===== config.mk =====
export PLATFORM = sky130hd
export DESIGN_NAME = usc_status_top
export DESIGN_NICKNAME = d
export VERILOG_FILES = /design/src/rtl/usc_pkg.sv /design/src/rtl/usc_stream_if.sv /design/src/rtl/usc_skid_buf.sv /design/src/rtl/usc_status_top.sv
export VERILOG_INCLUDE_DIRS = /design/src /design/src/rtl
export SDC_FILE = /design/constraint.sdc
export NUM_CORES = 1
export LEC_CHECK = 0
export ABC_CLOCK_PERIOD_IN_PS = 1400
export BUFFER_PORTS_ARGS = -buffer_cell sky130_fd_sc_hd__clkbuf_2
export CORE_ASPECT_RATIO = 1.4
export CORE_UTILIZATION = 40
export CTS_CLUSTER_SIZE = 12
export DETAILED_ROUTE_END_ITERATION = 8
export GPL_TIMING_DRIVEN = 0
export PLACE_DENSITY = 0.7
export SYNTH_ARGS = -nofsm -noshare
export SYNTH_HDL_FRONTEND = slang
export SYNTH_SLANG_ARGS = --single-unit

===== constraint.sdc =====
create_clock -name core_clk -period 1.4 [get_ports core_clk]
set_clock_uncertainty 0.05 [all_clocks]
set_input_delay 0.07 -clock core_clk [delete_from_list [all_inputs] [get_ports core_clk]]
set_output_delay 0.07 -clock core_clk [all_outputs]
set_load 0.01 [all_outputs]

===== src/rtl/usc_params.svh =====
// constants for the serial status and base clock select block
// assumes inclusion by bare name from every design file that needs them
`ifndef USC_PARAMS_SVH
`define USC_PARAMS_SVH

// register addresses on the 16-bit internal bus
`define USC_ADDR_ERR_FLAGS   16'hff53
`define USC_ADDR_TX_STATUS   16'hff55
`define USC_ADDR_CLK_SEL     16'hff56
`define USC_ADDR_RX_BUF      16'hff0a
`define USC_ADDR_TX_BUF      16'hff0b

// field positions
`define USC_BIT_PARITY_ERR   2
`define USC_BIT_FRAMING_ERR  1
`define USC_BIT_OVERRUN      0
`define USC_BIT_BUF_FULL     1
`define USC_BIT_SHIFT_BUSY   0
`define USC_CLK_SEL_MSB      3

// reset values
`define USC_RST_ERR_FLAGS    3'h0
`define USC_RST_CLK_SEL      4'h0
`define USC_RST_RX_BUF       8'hff
`define USC_RST_TX_BUF       8'hff
`define USC_RST_RDATA        8'h00

// base clock selection
`define USC_CLK_SEL_DIV_MAX  4'ha
`define USC_CLK_SEL_TIMER    4'hb
`define USC_DIV_WIDTH        10

`endif


===== src/rtl/usc_pkg.sv =====
// types shared by the serial status and base clock select block
// assumes nothing beyond a systemverilog compiler
package usc_pkg;

    typedef enum logic [1:0] {
        USC_PAR_NONE = 2'b00,
        USC_PAR_ZERO = 2'b01,
        USC_PAR_ODD  = 2'b10,
        USC_PAR_EVEN = 2'b11
    } usc_parity_mode_type;

    typedef enum logic [1:0] {
        USC_RD_IDLE  = 2'b00,
        USC_RD_WAIT  = 2'b01
    } usc_rd_state_type;

    typedef logic [7:0] usc_byte_type;

endpackage


===== src/rtl/usc_stream_if.sv =====
// byte stream with valid and ready between the block's own modules
// assumes both ends sit on the same clock
`timescale 1ns/1ns
`default_nettype none
interface usc_stream_if;
    import usc_pkg::*;
    logic         valid;
    logic         ready;
    usc_byte_type data;

    modport src (output valid, output data, input ready);
    modport snk (input valid, input data, output ready);
endinterface
`default_nettype wire


===== src/rtl/usc_skid_buf.sv =====
// two-entry buffer between the transmit buffer and the line shifter
// assumes one clock and a synchronous active-low reset
`include "usc_params.svh"
`timescale 1ns/1ns
`default_nettype none
module usc_skid_buf (
    input  wire logic  core_clk,
    input  wire logic  rst_n,
    usc_stream_if.snk  in_side,
    usc_stream_if.src  out_side
);
    import usc_pkg::*;

    logic         out_valid_reg;
    usc_byte_type out_data_reg;
    logic         spare_valid_reg;
    usc_byte_type spare_data_reg;
    logic         in_fire;

    // ready comes from a flop only, so the producer never sees a loop through the consumer
    assign in_side.ready  = !spare_valid_reg;
    assign out_side.valid = out_valid_reg;
    assign out_side.data  = out_data_reg;
    assign in_fire        = in_side.valid && !spare_valid_reg;

    always_ff @(posedge core_clk) begin
        if (!rst_n) begin
            out_valid_reg   <= 1'b0;
            out_data_reg    <= `USC_RST_TX_BUF;
            spare_valid_reg <= 1'b0;
            spare_data_reg  <= `USC_RST_TX_BUF;
        end else if (!out_valid_reg || out_side.ready) begin
            if (spare_valid_reg) begin
                out_valid_reg   <= 1'b1;
                out_data_reg    <= spare_data_reg;
                spare_valid_reg <= 1'b0;
            end else begin
                out_valid_reg <= in_fire;
                if (in_fire) begin
                    out_data_reg <= in_side.data;
                end
            end
        end else if (in_fire) begin
            spare_valid_reg <= 1'b1;
            spare_data_reg  <= in_side.data;
        end
    end
endmodule
`default_nettype wire


===== src/rtl/usc_status_top.sv =====
// serial interface status flags, transmit occupancy and base clock select
// assumes the 8-bit internal bus, the mode bits and the receiver on core_clk;
// the timer output arrives from elsewhere and is synchronised here
`include "usc_params.svh"
`timescale 1ns/1ns
`default_nettype none
module usc_status_top (
    input  wire logic                    core_clk,
    input  wire logic                    rst_n,
    input  wire logic [15:0]             bus_addr,
    input  wire logic                    bus_rd,
    input  wire logic                    bus_wr,
    input  wire usc_pkg::usc_byte_type   bus_wdata,
    output logic                         bus_ack,
    output logic                         bus_wait,
    output usc_pkg::usc_byte_type        bus_rdata,
    input  wire logic                    operation_enable,
    input  wire logic                    receive_enable,
    input  wire logic                    transmit_enable,
    input  wire logic                    parity_mode_high,
    input  wire logic                    parity_mode_low,
    input  wire logic                    rx_done,
    input  wire usc_pkg::usc_byte_type   rx_data,
    input  wire logic                    rx_parity_bit,
    input  wire logic                    rx_stop_bit,
    input  wire logic                    timer_output_pin,
    output logic                         base_clock_tick,
    output logic                         tx_shift_valid,
    output usc_pkg::usc_byte_type        tx_shift_data,
    input  wire logic                    tx_shift_ready,
    input  wire logic                    tx_frame_done
);
    import usc_pkg::*;

    function automatic logic addr_is(input logic [15:0] a, input logic [15:0] target);
        addr_is = (a == target);
    endfunction

    usc_rd_state_type    rd_state_reg;
    usc_rd_state_type    rd_state_next;
    logic [2:0]          err_flags_reg;
    logic [2:0]          err_snap_reg;
    logic [2:0]          err_set;
    logic [2:0]          err_clr;
    usc_byte_type        rx_buf_reg;
    logic                rx_unread_reg;
    usc_byte_type        tx_buf_reg;
    logic                buf_full_reg;
    logic                shift_busy_reg;
    logic [3:0]          clk_sel_reg;
    logic [`USC_DIV_WIDTH-1:0] div_cnt_reg;
    logic [10:0]         div_tap;
    logic                tick_next;
    logic                tmr_meta_reg;
    logic                tmr_sync_reg;
    logic                tmr_prev_reg;
    logic                tmr_edge;
    logic                rx_active;
    logic                tx_active;
    logic                rx_take;
    logic                parity_calc;
    logic                parity_bad;
    logic                overrun;
    logic                rd_take;
    logic                wr_take;
    logic                rd_rx_buf;
    logic                move;
    usc_parity_mode_type parity_mode;
    usc_byte_type        rd_value;

    usc_stream_if tx_in ();
    usc_stream_if tx_out ();

    assign rx_active   = operation_enable && receive_enable;
    assign tx_active   = operation_enable && transmit_enable;
    assign parity_mode = usc_parity_mode_type'({parity_mode_high, parity_mode_low});

    // bus request decode; a second read is refused while the wait cycle runs
    assign rd_take   = bus_rd && (rd_state_reg == USC_RD_IDLE);
    assign wr_take   = bus_wr && (rd_state_reg == USC_RD_IDLE);
    assign rd_rx_buf = rd_take && addr_is(bus_addr, `USC_ADDR_RX_BUF);

    // reception result
    assign rx_take     = rx_done && rx_active;
    assign parity_calc = ^rx_data;
    always_comb begin
        case (parity_mode)
            USC_PAR_ODD:  parity_bad = (parity_calc ^ rx_parity_bit) != 1'b1;
            USC_PAR_EVEN: parity_bad = (parity_calc ^ rx_parity_bit) != 1'b0;
            USC_PAR_ZERO: parity_bad = 1'b0;
            USC_PAR_NONE: parity_bad = 1'b0;
            default:      parity_bad = 1'b0;
        endcase
    end

    // a byte read out in the very cycle of a new completion counts as read
    assign overrun = rx_unread_reg && !rd_rx_buf;

    always_comb begin
        err_set = 3'h0;
        err_set[`USC_BIT_PARITY_ERR]  = rx_take && parity_bad;
        err_set[`USC_BIT_FRAMING_ERR] = rx_take && !rx_stop_bit;
        err_set[`USC_BIT_OVERRUN]     = rx_take && overrun;
    end

    // only the captured bits are cleared, so an event after the capture survives
    assign err_clr = (rd_state_reg == USC_RD_WAIT) ? err_snap_reg : 3'h0;

    always_ff @(posedge core_clk) begin
        if (!rst_n) begin
            err_flags_reg <= `USC_RST_ERR_FLAGS;
        end else if (!operation_enable) begin
            err_flags_reg <= `USC_RST_ERR_FLAGS;
        end else begin
            // set wins over the read clear
            err_flags_reg <= (err_flags_reg & ~err_clr) | err_set;
        end
    end

    // receive buffer with its unread marker
    always_ff @(posedge core_clk) begin
        if (!rst_n) begin
            rx_buf_reg    <= `USC_RST_RX_BUF;
            rx_unread_reg <= 1'b0;
        end else if (!operation_enable) begin
            rx_buf_reg    <= `USC_RST_RX_BUF;
            rx_unread_reg <= 1'b0;
        end else if (rx_take && !overrun) begin
            rx_buf_reg    <= rx_data;
            rx_unread_reg <= 1'b1;
        end else if (rd_rx_buf) begin
            rx_unread_reg <= 1'b0;
        end
        // on overrun the older byte stays put
    end

    // transmit buffer and occupancy
    assign move = buf_full_reg && tx_in.ready && tx_active
                  && (!shift_busy_reg || tx_frame_done);
    assign tx_in.valid = move;
    assign tx_in.data  = tx_buf_reg;

    always_ff @(posedge core_clk) begin
        if (!rst_n) begin
            tx_buf_reg <= `USC_RST_TX_BUF;
        end else if (wr_take && addr_is(bus_addr, `USC_ADDR_TX_BUF)) begin
            tx_buf_reg <= bus_wdata;
        end
    end

    always_ff @(posedge core_clk) begin
        if (!rst_n) begin
            buf_full_reg <= 1'b0;
        end else if (!tx_active) begin
            buf_full_reg <= 1'b0;
        end else if (wr_take && addr_is(bus_addr, `USC_ADDR_TX_BUF)) begin
            buf_full_reg <= 1'b1;
        end else if (move) begin
            buf_full_reg <= 1'b0;
        end
    end

    always_ff @(posedge core_clk) begin
        if (!rst_n) begin
            shift_busy_reg <= 1'b0;
        end else if (!tx_active) begin
            shift_busy_reg <= 1'b0;
        end else if (move) begin
            shift_busy_reg <= 1'b1;
        end else if (tx_frame_done) begin
            shift_busy_reg <= 1'b0;
        end
    end

    // a stall by the line shifter fills the spare entry and drops its ready, so no byte enters this buffer and buffer-full holds high
    usc_skid_buf u_skid (
        .core_clk (core_clk),
        .rst_n    (rst_n),
        .in_side  (tx_in),
        .out_side (tx_out)
    );

    assign tx_shift_valid = tx_out.valid;
    assign tx_shift_data  = tx_out.data;
    assign tx_out.ready   = tx_shift_ready;

    // base clock select register; writing the same value touches no counter
    always_ff @(posedge core_clk) begin
        if (!rst_n) begin
            clk_sel_reg <= `USC_RST_CLK_SEL;
        end else if (wr_take && addr_is(bus_addr, `USC_ADDR_CLK_SEL)) begin
            clk_sel_reg <= bus_wdata[`USC_CLK_SEL_MSB:0];
        end
    end

    // free-running divider, cleared to zero while the unit is off
    always_ff @(posedge core_clk) begin
        if (!rst_n || !operation_enable) begin
            div_cnt_reg <= '0;
        end else begin
            div_cnt_reg <= div_cnt_reg + 1'b1;
        end
    end

    assign div_tap[0] = 1'b1;
    genvar gi;
    generate
        for (gi = 1; gi <= 10; gi++) begin : g_tap
            assign div_tap[gi] = &div_cnt_reg[gi-1:0];
        end
    endgenerate

    // timer output comes from outside this clock's control, two flops first
    always_ff @(posedge core_clk) begin
        if (!rst_n) begin
            tmr_meta_reg <= 1'b0;
            tmr_sync_reg <= 1'b0;
            tmr_prev_reg <= 1'b0;
        end else begin
            tmr_meta_reg <= timer_output_pin;
            tmr_sync_reg <= tmr_meta_reg;
            tmr_prev_reg <= tmr_sync_reg;
        end
    end
    assign tmr_edge = tmr_sync_reg && !tmr_prev_reg;

    always_comb begin
        if (clk_sel_reg <= `USC_CLK_SEL_DIV_MAX) begin
            tick_next = div_tap[clk_sel_reg];
        end else if (clk_sel_reg == `USC_CLK_SEL_TIMER) begin
            tick_next = tmr_edge;
        end else begin
            tick_next = 1'b0; // prohibited codes give no base clock
        end
    end

    always_ff @(posedge core_clk) begin
        if (!rst_n) begin
            base_clock_tick <= 1'b0;
        end else begin
            base_clock_tick <= tick_next && operation_enable;
        end
    end

    // register read mux; upper bits of every status register read zero
    always_comb begin
        rd_value = `USC_RST_RDATA;
        if (addr_is(bus_addr, `USC_ADDR_TX_STATUS)) begin
            rd_value[`USC_BIT_BUF_FULL]   = buf_full_reg;
            rd_value[`USC_BIT_SHIFT_BUSY] = shift_busy_reg;
        end else if (addr_is(bus_addr, `USC_ADDR_CLK_SEL)) begin
            rd_value[`USC_CLK_SEL_MSB:0] = clk_sel_reg;
        end else if (addr_is(bus_addr, `USC_ADDR_RX_BUF)) begin
            rd_value = rx_buf_reg;
        end else if (addr_is(bus_addr, `USC_ADDR_TX_BUF)) begin
            rd_value = tx_buf_reg;
        end
    end

    // read state machine: only the error register takes the extra cycle
    always_comb begin
        case (rd_state_reg)
            USC_RD_IDLE: begin
                if (rd_take && addr_is(bus_addr, `USC_ADDR_ERR_FLAGS)) begin
                    rd_state_next = USC_RD_WAIT;
                end else begin
                    rd_state_next = USC_RD_IDLE;
                end
            end
            USC_RD_WAIT: rd_state_next = USC_RD_IDLE;
            default:     rd_state_next = USC_RD_IDLE;
        endcase
    end

    always_ff @(posedge core_clk) begin
        if (!rst_n) begin
            rd_state_reg <= USC_RD_IDLE;
        end else begin
            rd_state_reg <= rd_state_next;
        end
    end

    always_ff @(posedge core_clk) begin
        if (!rst_n) begin
            err_snap_reg <= `USC_RST_ERR_FLAGS;
        end else if (rd_take && addr_is(bus_addr, `USC_ADDR_ERR_FLAGS)) begin
            err_snap_reg <= err_flags_reg;
        end
    end

    always_ff @(posedge core_clk) begin
        if (!rst_n) begin
            bus_wait <= 1'b0;
        end else begin
            bus_wait <= rd_take && addr_is(bus_addr, `USC_ADDR_ERR_FLAGS);
        end
    end

    always_ff @(posedge core_clk) begin
        if (!rst_n) begin
            bus_ack   <= 1'b0;
            bus_rdata <= `USC_RST_RDATA;
        end else if (rd_state_reg == USC_RD_WAIT) begin
            bus_ack   <= 1'b1;
            bus_rdata <= {5'h00, err_snap_reg};
        end else if (rd_take && !addr_is(bus_addr, `USC_ADDR_ERR_FLAGS)) begin
            bus_ack   <= 1'b1;
            bus_rdata <= rd_value;
        end else begin
            // writes to the status registers land here and change nothing
            bus_ack   <= wr_take;
            bus_rdata <= `USC_RST_RDATA;
        end
    end
endmodule
`default_nettype wire


==> results of run 1 <==
==> kinds of logic after synthesis <==
family	count (synthesis)	synth area share
compound gates	47	0.09574
xor+xnor	13	0.04019
fa+ha+maj	4	0.01576
buf+inv	29	0.04334
flops	72	0.4539
mux	41	0.1308
simple gates	131	0.2203
==> timing repair <==
action | CTS | global route
pin swaps | 15 | 18
hold endpoints to repair | 29 | 0
endpoints found under the setup margin | 39 | 47
hold buffers | 27 | 0
resized for setup | 23 | 29
gates cloned | 1 | 1
buffers inserted | 18 | 4
==> final timing paths <==
check                      to  depth (start not counted)  slack (ns)
max reg2reg   base_clock_tick                          7       -0.16
max           base_clock_tick                          7       -0.16
min          err_flags_reg[0]                          3        0.05
min reg2reg      tmr_sync_reg                          1        0.40
==> cell usage in the layout, fill, tap and decap left out, drive strengths merged, types with 3 or more instances in the layout <==
master and count:
nor3b 3, nand4 5, ha 4, and4 3, clkinv 3, a21oi 16
xnor2 6, nand3 14, nor2b 3, a211oi 4, o31ai 3, a32oi 3
and2 5, clkbuf 79, o21ai 9, mux2 4, buf 30, o211ai 9
dlygate4sd3 27, and3 10, xor2 6, nand2b 3, inv 11, nor3 4
dfxtp 72, nand2 39, mux2i 37, nor2 30
==> routing by layer <==
| metal | vias up | routed length, µm | GRT usage |
|---|---|---|---|
| met5 | - | 0 | 0 |
| met4 | 0 | 121 | 0.09299 |
| met3 | 10 | 263 | 0.04831 |
| met2 | 63 | 4399 | 0.3767 |
| met1 | 1337 | 3303 | 0.2038 |
| li1 | 1431 | - | - |
==> area by class of cell <==
cell class	instances	area (µm²)	share of cell area
timing repair buffer	113	762.0	0.1693
tap	100	125.1	0.02780
buffer	14	85.08	0.01890
multi-input combinational	236	1804	0.4009
clock buffer	9	123.9	0.02752
sequential	72	1468	0.3261
clock inverter	7	95.09	0.02113
inverter	10	37.54	0.008340
==> power groups by stage <==
| stage | clock network (µW) | logic [µW] | registers, µW |
|---|---|---|---|
| detailed placement | 0 | 270 | 2120 |
| CTS | 1830 | 339 | 2070 |
| finish | 1790 | 356 | 2060 |
| floorplan | 0 | 147 | 2120 |
| global route | 1920 | 386 | 2070 |
| global placement | 0 | 267 | 2120 |
==> metrics by stage <==
stage,std cells,cell area (µm²)
2_1_floorplan,337,3239
3_3_place_gp,502,3690
3_5_place_dp,502,3690
4_1_cts,563,4398
5_1_grt,561,4501
6_report,561,4501
==> worst max-delay path: stages, from the launching register on <==
cell and delay [ns]:
dfxtp_4 0.36, ha_4 0.17, and3_4 0.16, ha_4 0.14, mux2i_1 0.13, a21oi_1 0.09
a31oi_1 0.25, o32ai_2 0.10
==> flow_summary.toml, run 1 <==
[route]
dr.first_iter.drc_count = 151
via_per_inst = 5.064
dr.pass1.iters = 7
drt.antenna.violating_nets = 0
dr_total_vias = 2841
wl_per_cell_um = 14.42
finalWirelength_mm = 8.087
drcViolationCount = 1

[finish]
largest_register_ffs = 10
n_fill_cell = 710
nNetsFinal = 507
area_growth_syn_to_layout_pct = 41.73
postLayoutCoreUtil = 0.5843
final_layout_size_suffix_gt1_frac = 0.3536
n_antenna_cell = 0

[logic_synthesis]
syn_area_mm2 = 0.003176
async_flop_share = 0
ys.flop_type = "dfxtp_1"
yosysMostFrequentCell = "dfxtp_1"
syn_inst = 337
synth.distinct_cells = 48
synth_edf_count = 0
avgSynthCellArea_um2 = 9.423
ys_top_cells_by_count = "dfxtp_1, nand2_1, mux2i_1, nor2_1, a21oi_1"
synth_area_leaders = "dfxtp_1, mux2i_1, nand2_1, nor2_1, a21oi_1"
synth_fp_nets = 388
synth_seq_cells = 72
synth.largest_area_cell = "dfxtp_1"
ys.warnings.count = 0
ys_seq_area_frac = 0.4539
synth_top_area_share = 0.4539

[grt]
grt_pass1_vias = 2883
grtUsageTotal = 0.1997
grt_overflow = 0
antenna_found_initial = 0
grt_start_max_net_pins = 14
grt_pass1_wl_mm = 12.77

[floorplanning]
die_w_um = 77.31
die_y_um = 107.4
io_pins = 67
fp-row-count = 38
start_util = 0.4123
dieArea_mm2 = 0.008304
coreArea_mm2 = 0.007702

[timing]
drv_slew = 0
min_period_ns = 1.557
setup_viol = 9
clock.fmax_mhz = 642.4
grt_setup_unrepaired = "yes"
hold_slack_ns = 0.04692
relSlewSlack = 0.6607
tightest_slew_ns = 0.5090
setup_ws_ns = -0.1567
hold_viol = 0
finalCritPeriodShare = 1.112
finalSetupTns_ns = -0.4021

[placement]
pre_cts_slack_ns = -0.2892
portBuffers = 65
gp_congestion = 0.8265
dp_hpwl_mm = 5.528

[cts]
root_buffer = "clkbuf_8"
cts_tree = "done"
cts_buffers = 9
cts_buffer_depth = 2
cts_sinks = 72
path_clk_slew_ns = 0.08
clkLatencyLatePin_ns = 0.35
htreeDepth = 3

[pwr]
total_power_uw = 4212
combPwrFrac = 0.084
peakVddDrop_mv = 0.6471
intPower_uw = 3248
swShare = 0.2288
leakage_uw = 0.002010
power.density_mw_per_mm2 = 935.8
seqPwrFrac = 0.490
p_switching_uw = 963.7
clockPowerShare = 0.425

[setup_path]
r2r-start = "div_cnt_reg[0]"
worst_setup_path_start_kind = "flop"
cp.required_ns = 1.58
crit_start = "div_cnt_reg[0]"
crit_fanout = 3
cp-end-kind = "flop"
worstPathArrival_ns = 1.74
crit_type = "flop to flop"

[job]
cap_viol_max_count = 0

[hold_path]
min_from = "rx_done"
hold_path.class = "primary input to flop"

[status]
status = "finished with violations"
failed_checks = "DRC, setup timing"
No activity file was read; power rests on OpenSTA's default activity.
==> inputs of run 2 (changes only) <==
- CORE_UTILIZATION: 40 -> 31
- PLACE_DENSITY: 0.7 -> 0.58
==> run 2 against run 1 <==
The flow finishes with violations (setup timing). Global-route usage down 3.1 points. Sequential power about the same. Largest cell class unchanged. Critical path type unchanged. Die area up 28%. Total power up 8.6%. Clock power up 18%. Clock-buffer cell count up 3. Worst hold slack worse by 0.030 ns.
==> flow_summary.toml, run 2 (synthesized netlist as in run 1, its figures left out) <==
[route]
dr_total_vias = 2877
finalWirelength_mm = 8.508
dr.pass1.iters = 4
wl_per_cell_um = 13.99
via_per_inst = 4.732
drcViolationCount = 0
dr.first_iter.drc_count = 113
drt.antenna.violating_nets = 0

[setup_path]
path_buf_inv = 0
crit_fanout = 3
worstPathArrival_ns = 1.72
cp.required_ns = 1.56
cp_cell_sequence = "ha_4 > and3_4 > ha_4 > mux2i_1 > a21oi_1 > a31oi_1 > o32ai_2"
ff2ff_setup_slack_ns = -0.15
slowest_stage = "dfxtp_4"
critical-path-top-delay-family = "compound AO/OA/AOI/OAI gates"
crit_end = "base_clock_tick"
worst_setup_path_start_kind = "flop"
path_depth = 7
crit_type = "flop to flop"
cpPeakStageDelay_ns = 0.35
crit_top_cell = "ha_4"
crit_start = "div_cnt_reg[0]"
r2r-end = "base_clock_tick"
r2r-start = "div_cnt_reg[0]"
cp-end-kind = "flop"
ff2ff_path_depth = 7

[grt]
grt_start_max_net_pins = 12
antenna_found_initial = 0
grt_pass1_wl_mm = 13.32
grt_overflow = 0
grtUsageTotal = 0.1685
grt_pass1_vias = 2823

[cts]
htreeDepth = 3
cts_sinks = 72
cts_tree = "done"
path_clk_slew_ns = 0.06
cts_buffers = 9
root_buffer = "clkbuf_16"
cts_buffer_depth = 2
clkLatencyLatePin_ns = 0.33

[timing]
setup_ws_ns = -0.1532
hold_viol = 0
tightest_slew_ns = 0.5004
finalCritPeriodShare = 1.109
drv_slew = 0
setup_viol = 14
relSlewSlack = 0.6650
grt_setup_unrepaired = "yes"
min_period_ns = 1.553
clock.fmax_mhz = 643.8

[placement]
pre_cts_slack_ns = -0.2970
gp_congestion = 0.7758
portBuffers = 65
dp_hpwl_mm = 5.826

[finish]
final_common_cell = "clkbuf_2"
final_layout_size_suffix_gt1_frac = 0.3911
final_cell_mix = "clkbuf_2, dfxtp_1, nand2_1, mux2i_1, nor2_1"
n_antenna_cell = 0
area_growth_syn_to_layout_pct = 49.92
largest_register_ffs = 10
nNetsFinal = 520

[floorplanning]
dieArea_mm2 = 0.01066
io_pins = 67
fp-row-count = 43
die_y_um = 121.8
coreArea_mm2 = 0.009953
start_util = 0.3190
die_w_um = 87.54

[status]
failed_checks = "setup timing"
status = "finished with violations"

[pwr]
peakVddDrop_mv = 0.5802
leakage_uw = 0.002139
total_power_uw = 4572
power.density_mw_per_mm2 = 960.3

[job]
cap_viol_max_count = 0

[hold_path]
hold_path.class = "primary input to flop"
-- run 2: changes by cell type in the layout (fill, tap and decap cells not counted), sizes merged --
cell,change
inv,-1
dlymetal6s4s,+1
bufinv,-2
buf,+15
clkbuf,+3
dlygate4sd3,-3
clkinv,-1
-- run 2: layout make-up --
type | instances | area [µm²]
well taps | 135 | 168.9
fillers | 931 | 5192
multi-input cells | 236 | 1832
clock buffers | 12 | 256.5
flip-flops and latches | 72 | 1465
plain buffers | 15 | 90.09
inverters | 10 | 37.54
repair buffers | 125 | 893.4
clock inverters | 3 | 17.52
-- run 2: worst min-delay path by stage --
| stage | endpoint | cells after the start | slack [ns] | startpoint |
|---|---|---|---|---|
| final | u_skid.out_side.valid | 3 | 0.02 | tx_shift_ready |
| after global placement | tmr_meta_reg | 2 | 0.24 | timer_output_pin |
| after floorplan | bus_ack | 2 | 0.15 | bus_wr |
| after global routing | u_skid.out_side.valid | 3 | 0.02 | tx_shift_ready |
| after detailed placement | tmr_meta_reg | 2 | 0.24 | timer_output_pin |
| after CTS | bus_ack | 3 | 0.009 | bus_rd |
-- run 2: through the flow --
step,area (µm²),cells,util,setup TNS [ns],hold slack [ns]
2_1_floorplan,3239,337,-,-0.2387,0.1460
3_3_place_gp,3734,537,0.3751,-8.384,0.2375
3_5_place_dp,3734,537,0.3751,-9.555,0.2384
4_1_cts,4541,596,0.4562,-2.046,0.009289
5_1_grt,4761,608,0.4783,-1.994,0.01762
6_report,4761,608,0.4783,-0.6722,0.01699
-- run 2: power breakdown --
| group | total, µW | leakage, µW | internal [µW] | switching, µW |
|---|---|---|---|---|
| registers | 2070 | 0.000590 | 2060 | 8.97 |
| clock network | 2120 | 0.000134 | 1280 | 843 |
| logic | 380 | 0.00141 | 200 | 180 |
| total | 4570 | 0.00214 | 3540 | 1030 |
-- run 2: tightest hold or removal path, delay by kind of cell --
kind	cells	cell delay, ns
AND/OR/NAND/NOR	1	0.14
AO/OA/AOI/OAI	1	0.07
buffers and inverters	1	0.08
-- run 2: timing repair --
item | 4_1_cts | 5_1_grt
gates cloned | 1 | 1
pin swaps | 25 | 15
hold buffers | 23 | 2
buffers inserted | 20 | 14
endpoints found under the hold margin | 26 | 2
gates resized for setup | 43 | 30
setup endpoints to repair | 38 | 47
-- run 2: metal layers --
metal,routed length (µm),global-route usage,vias to the layer above
met2,4622,0.3101,62
met4,193,0.07070,0
li1,-,-,1448
met1,3397,0.1776,1353
met5,0,0,-
met3,295,0.04472,14
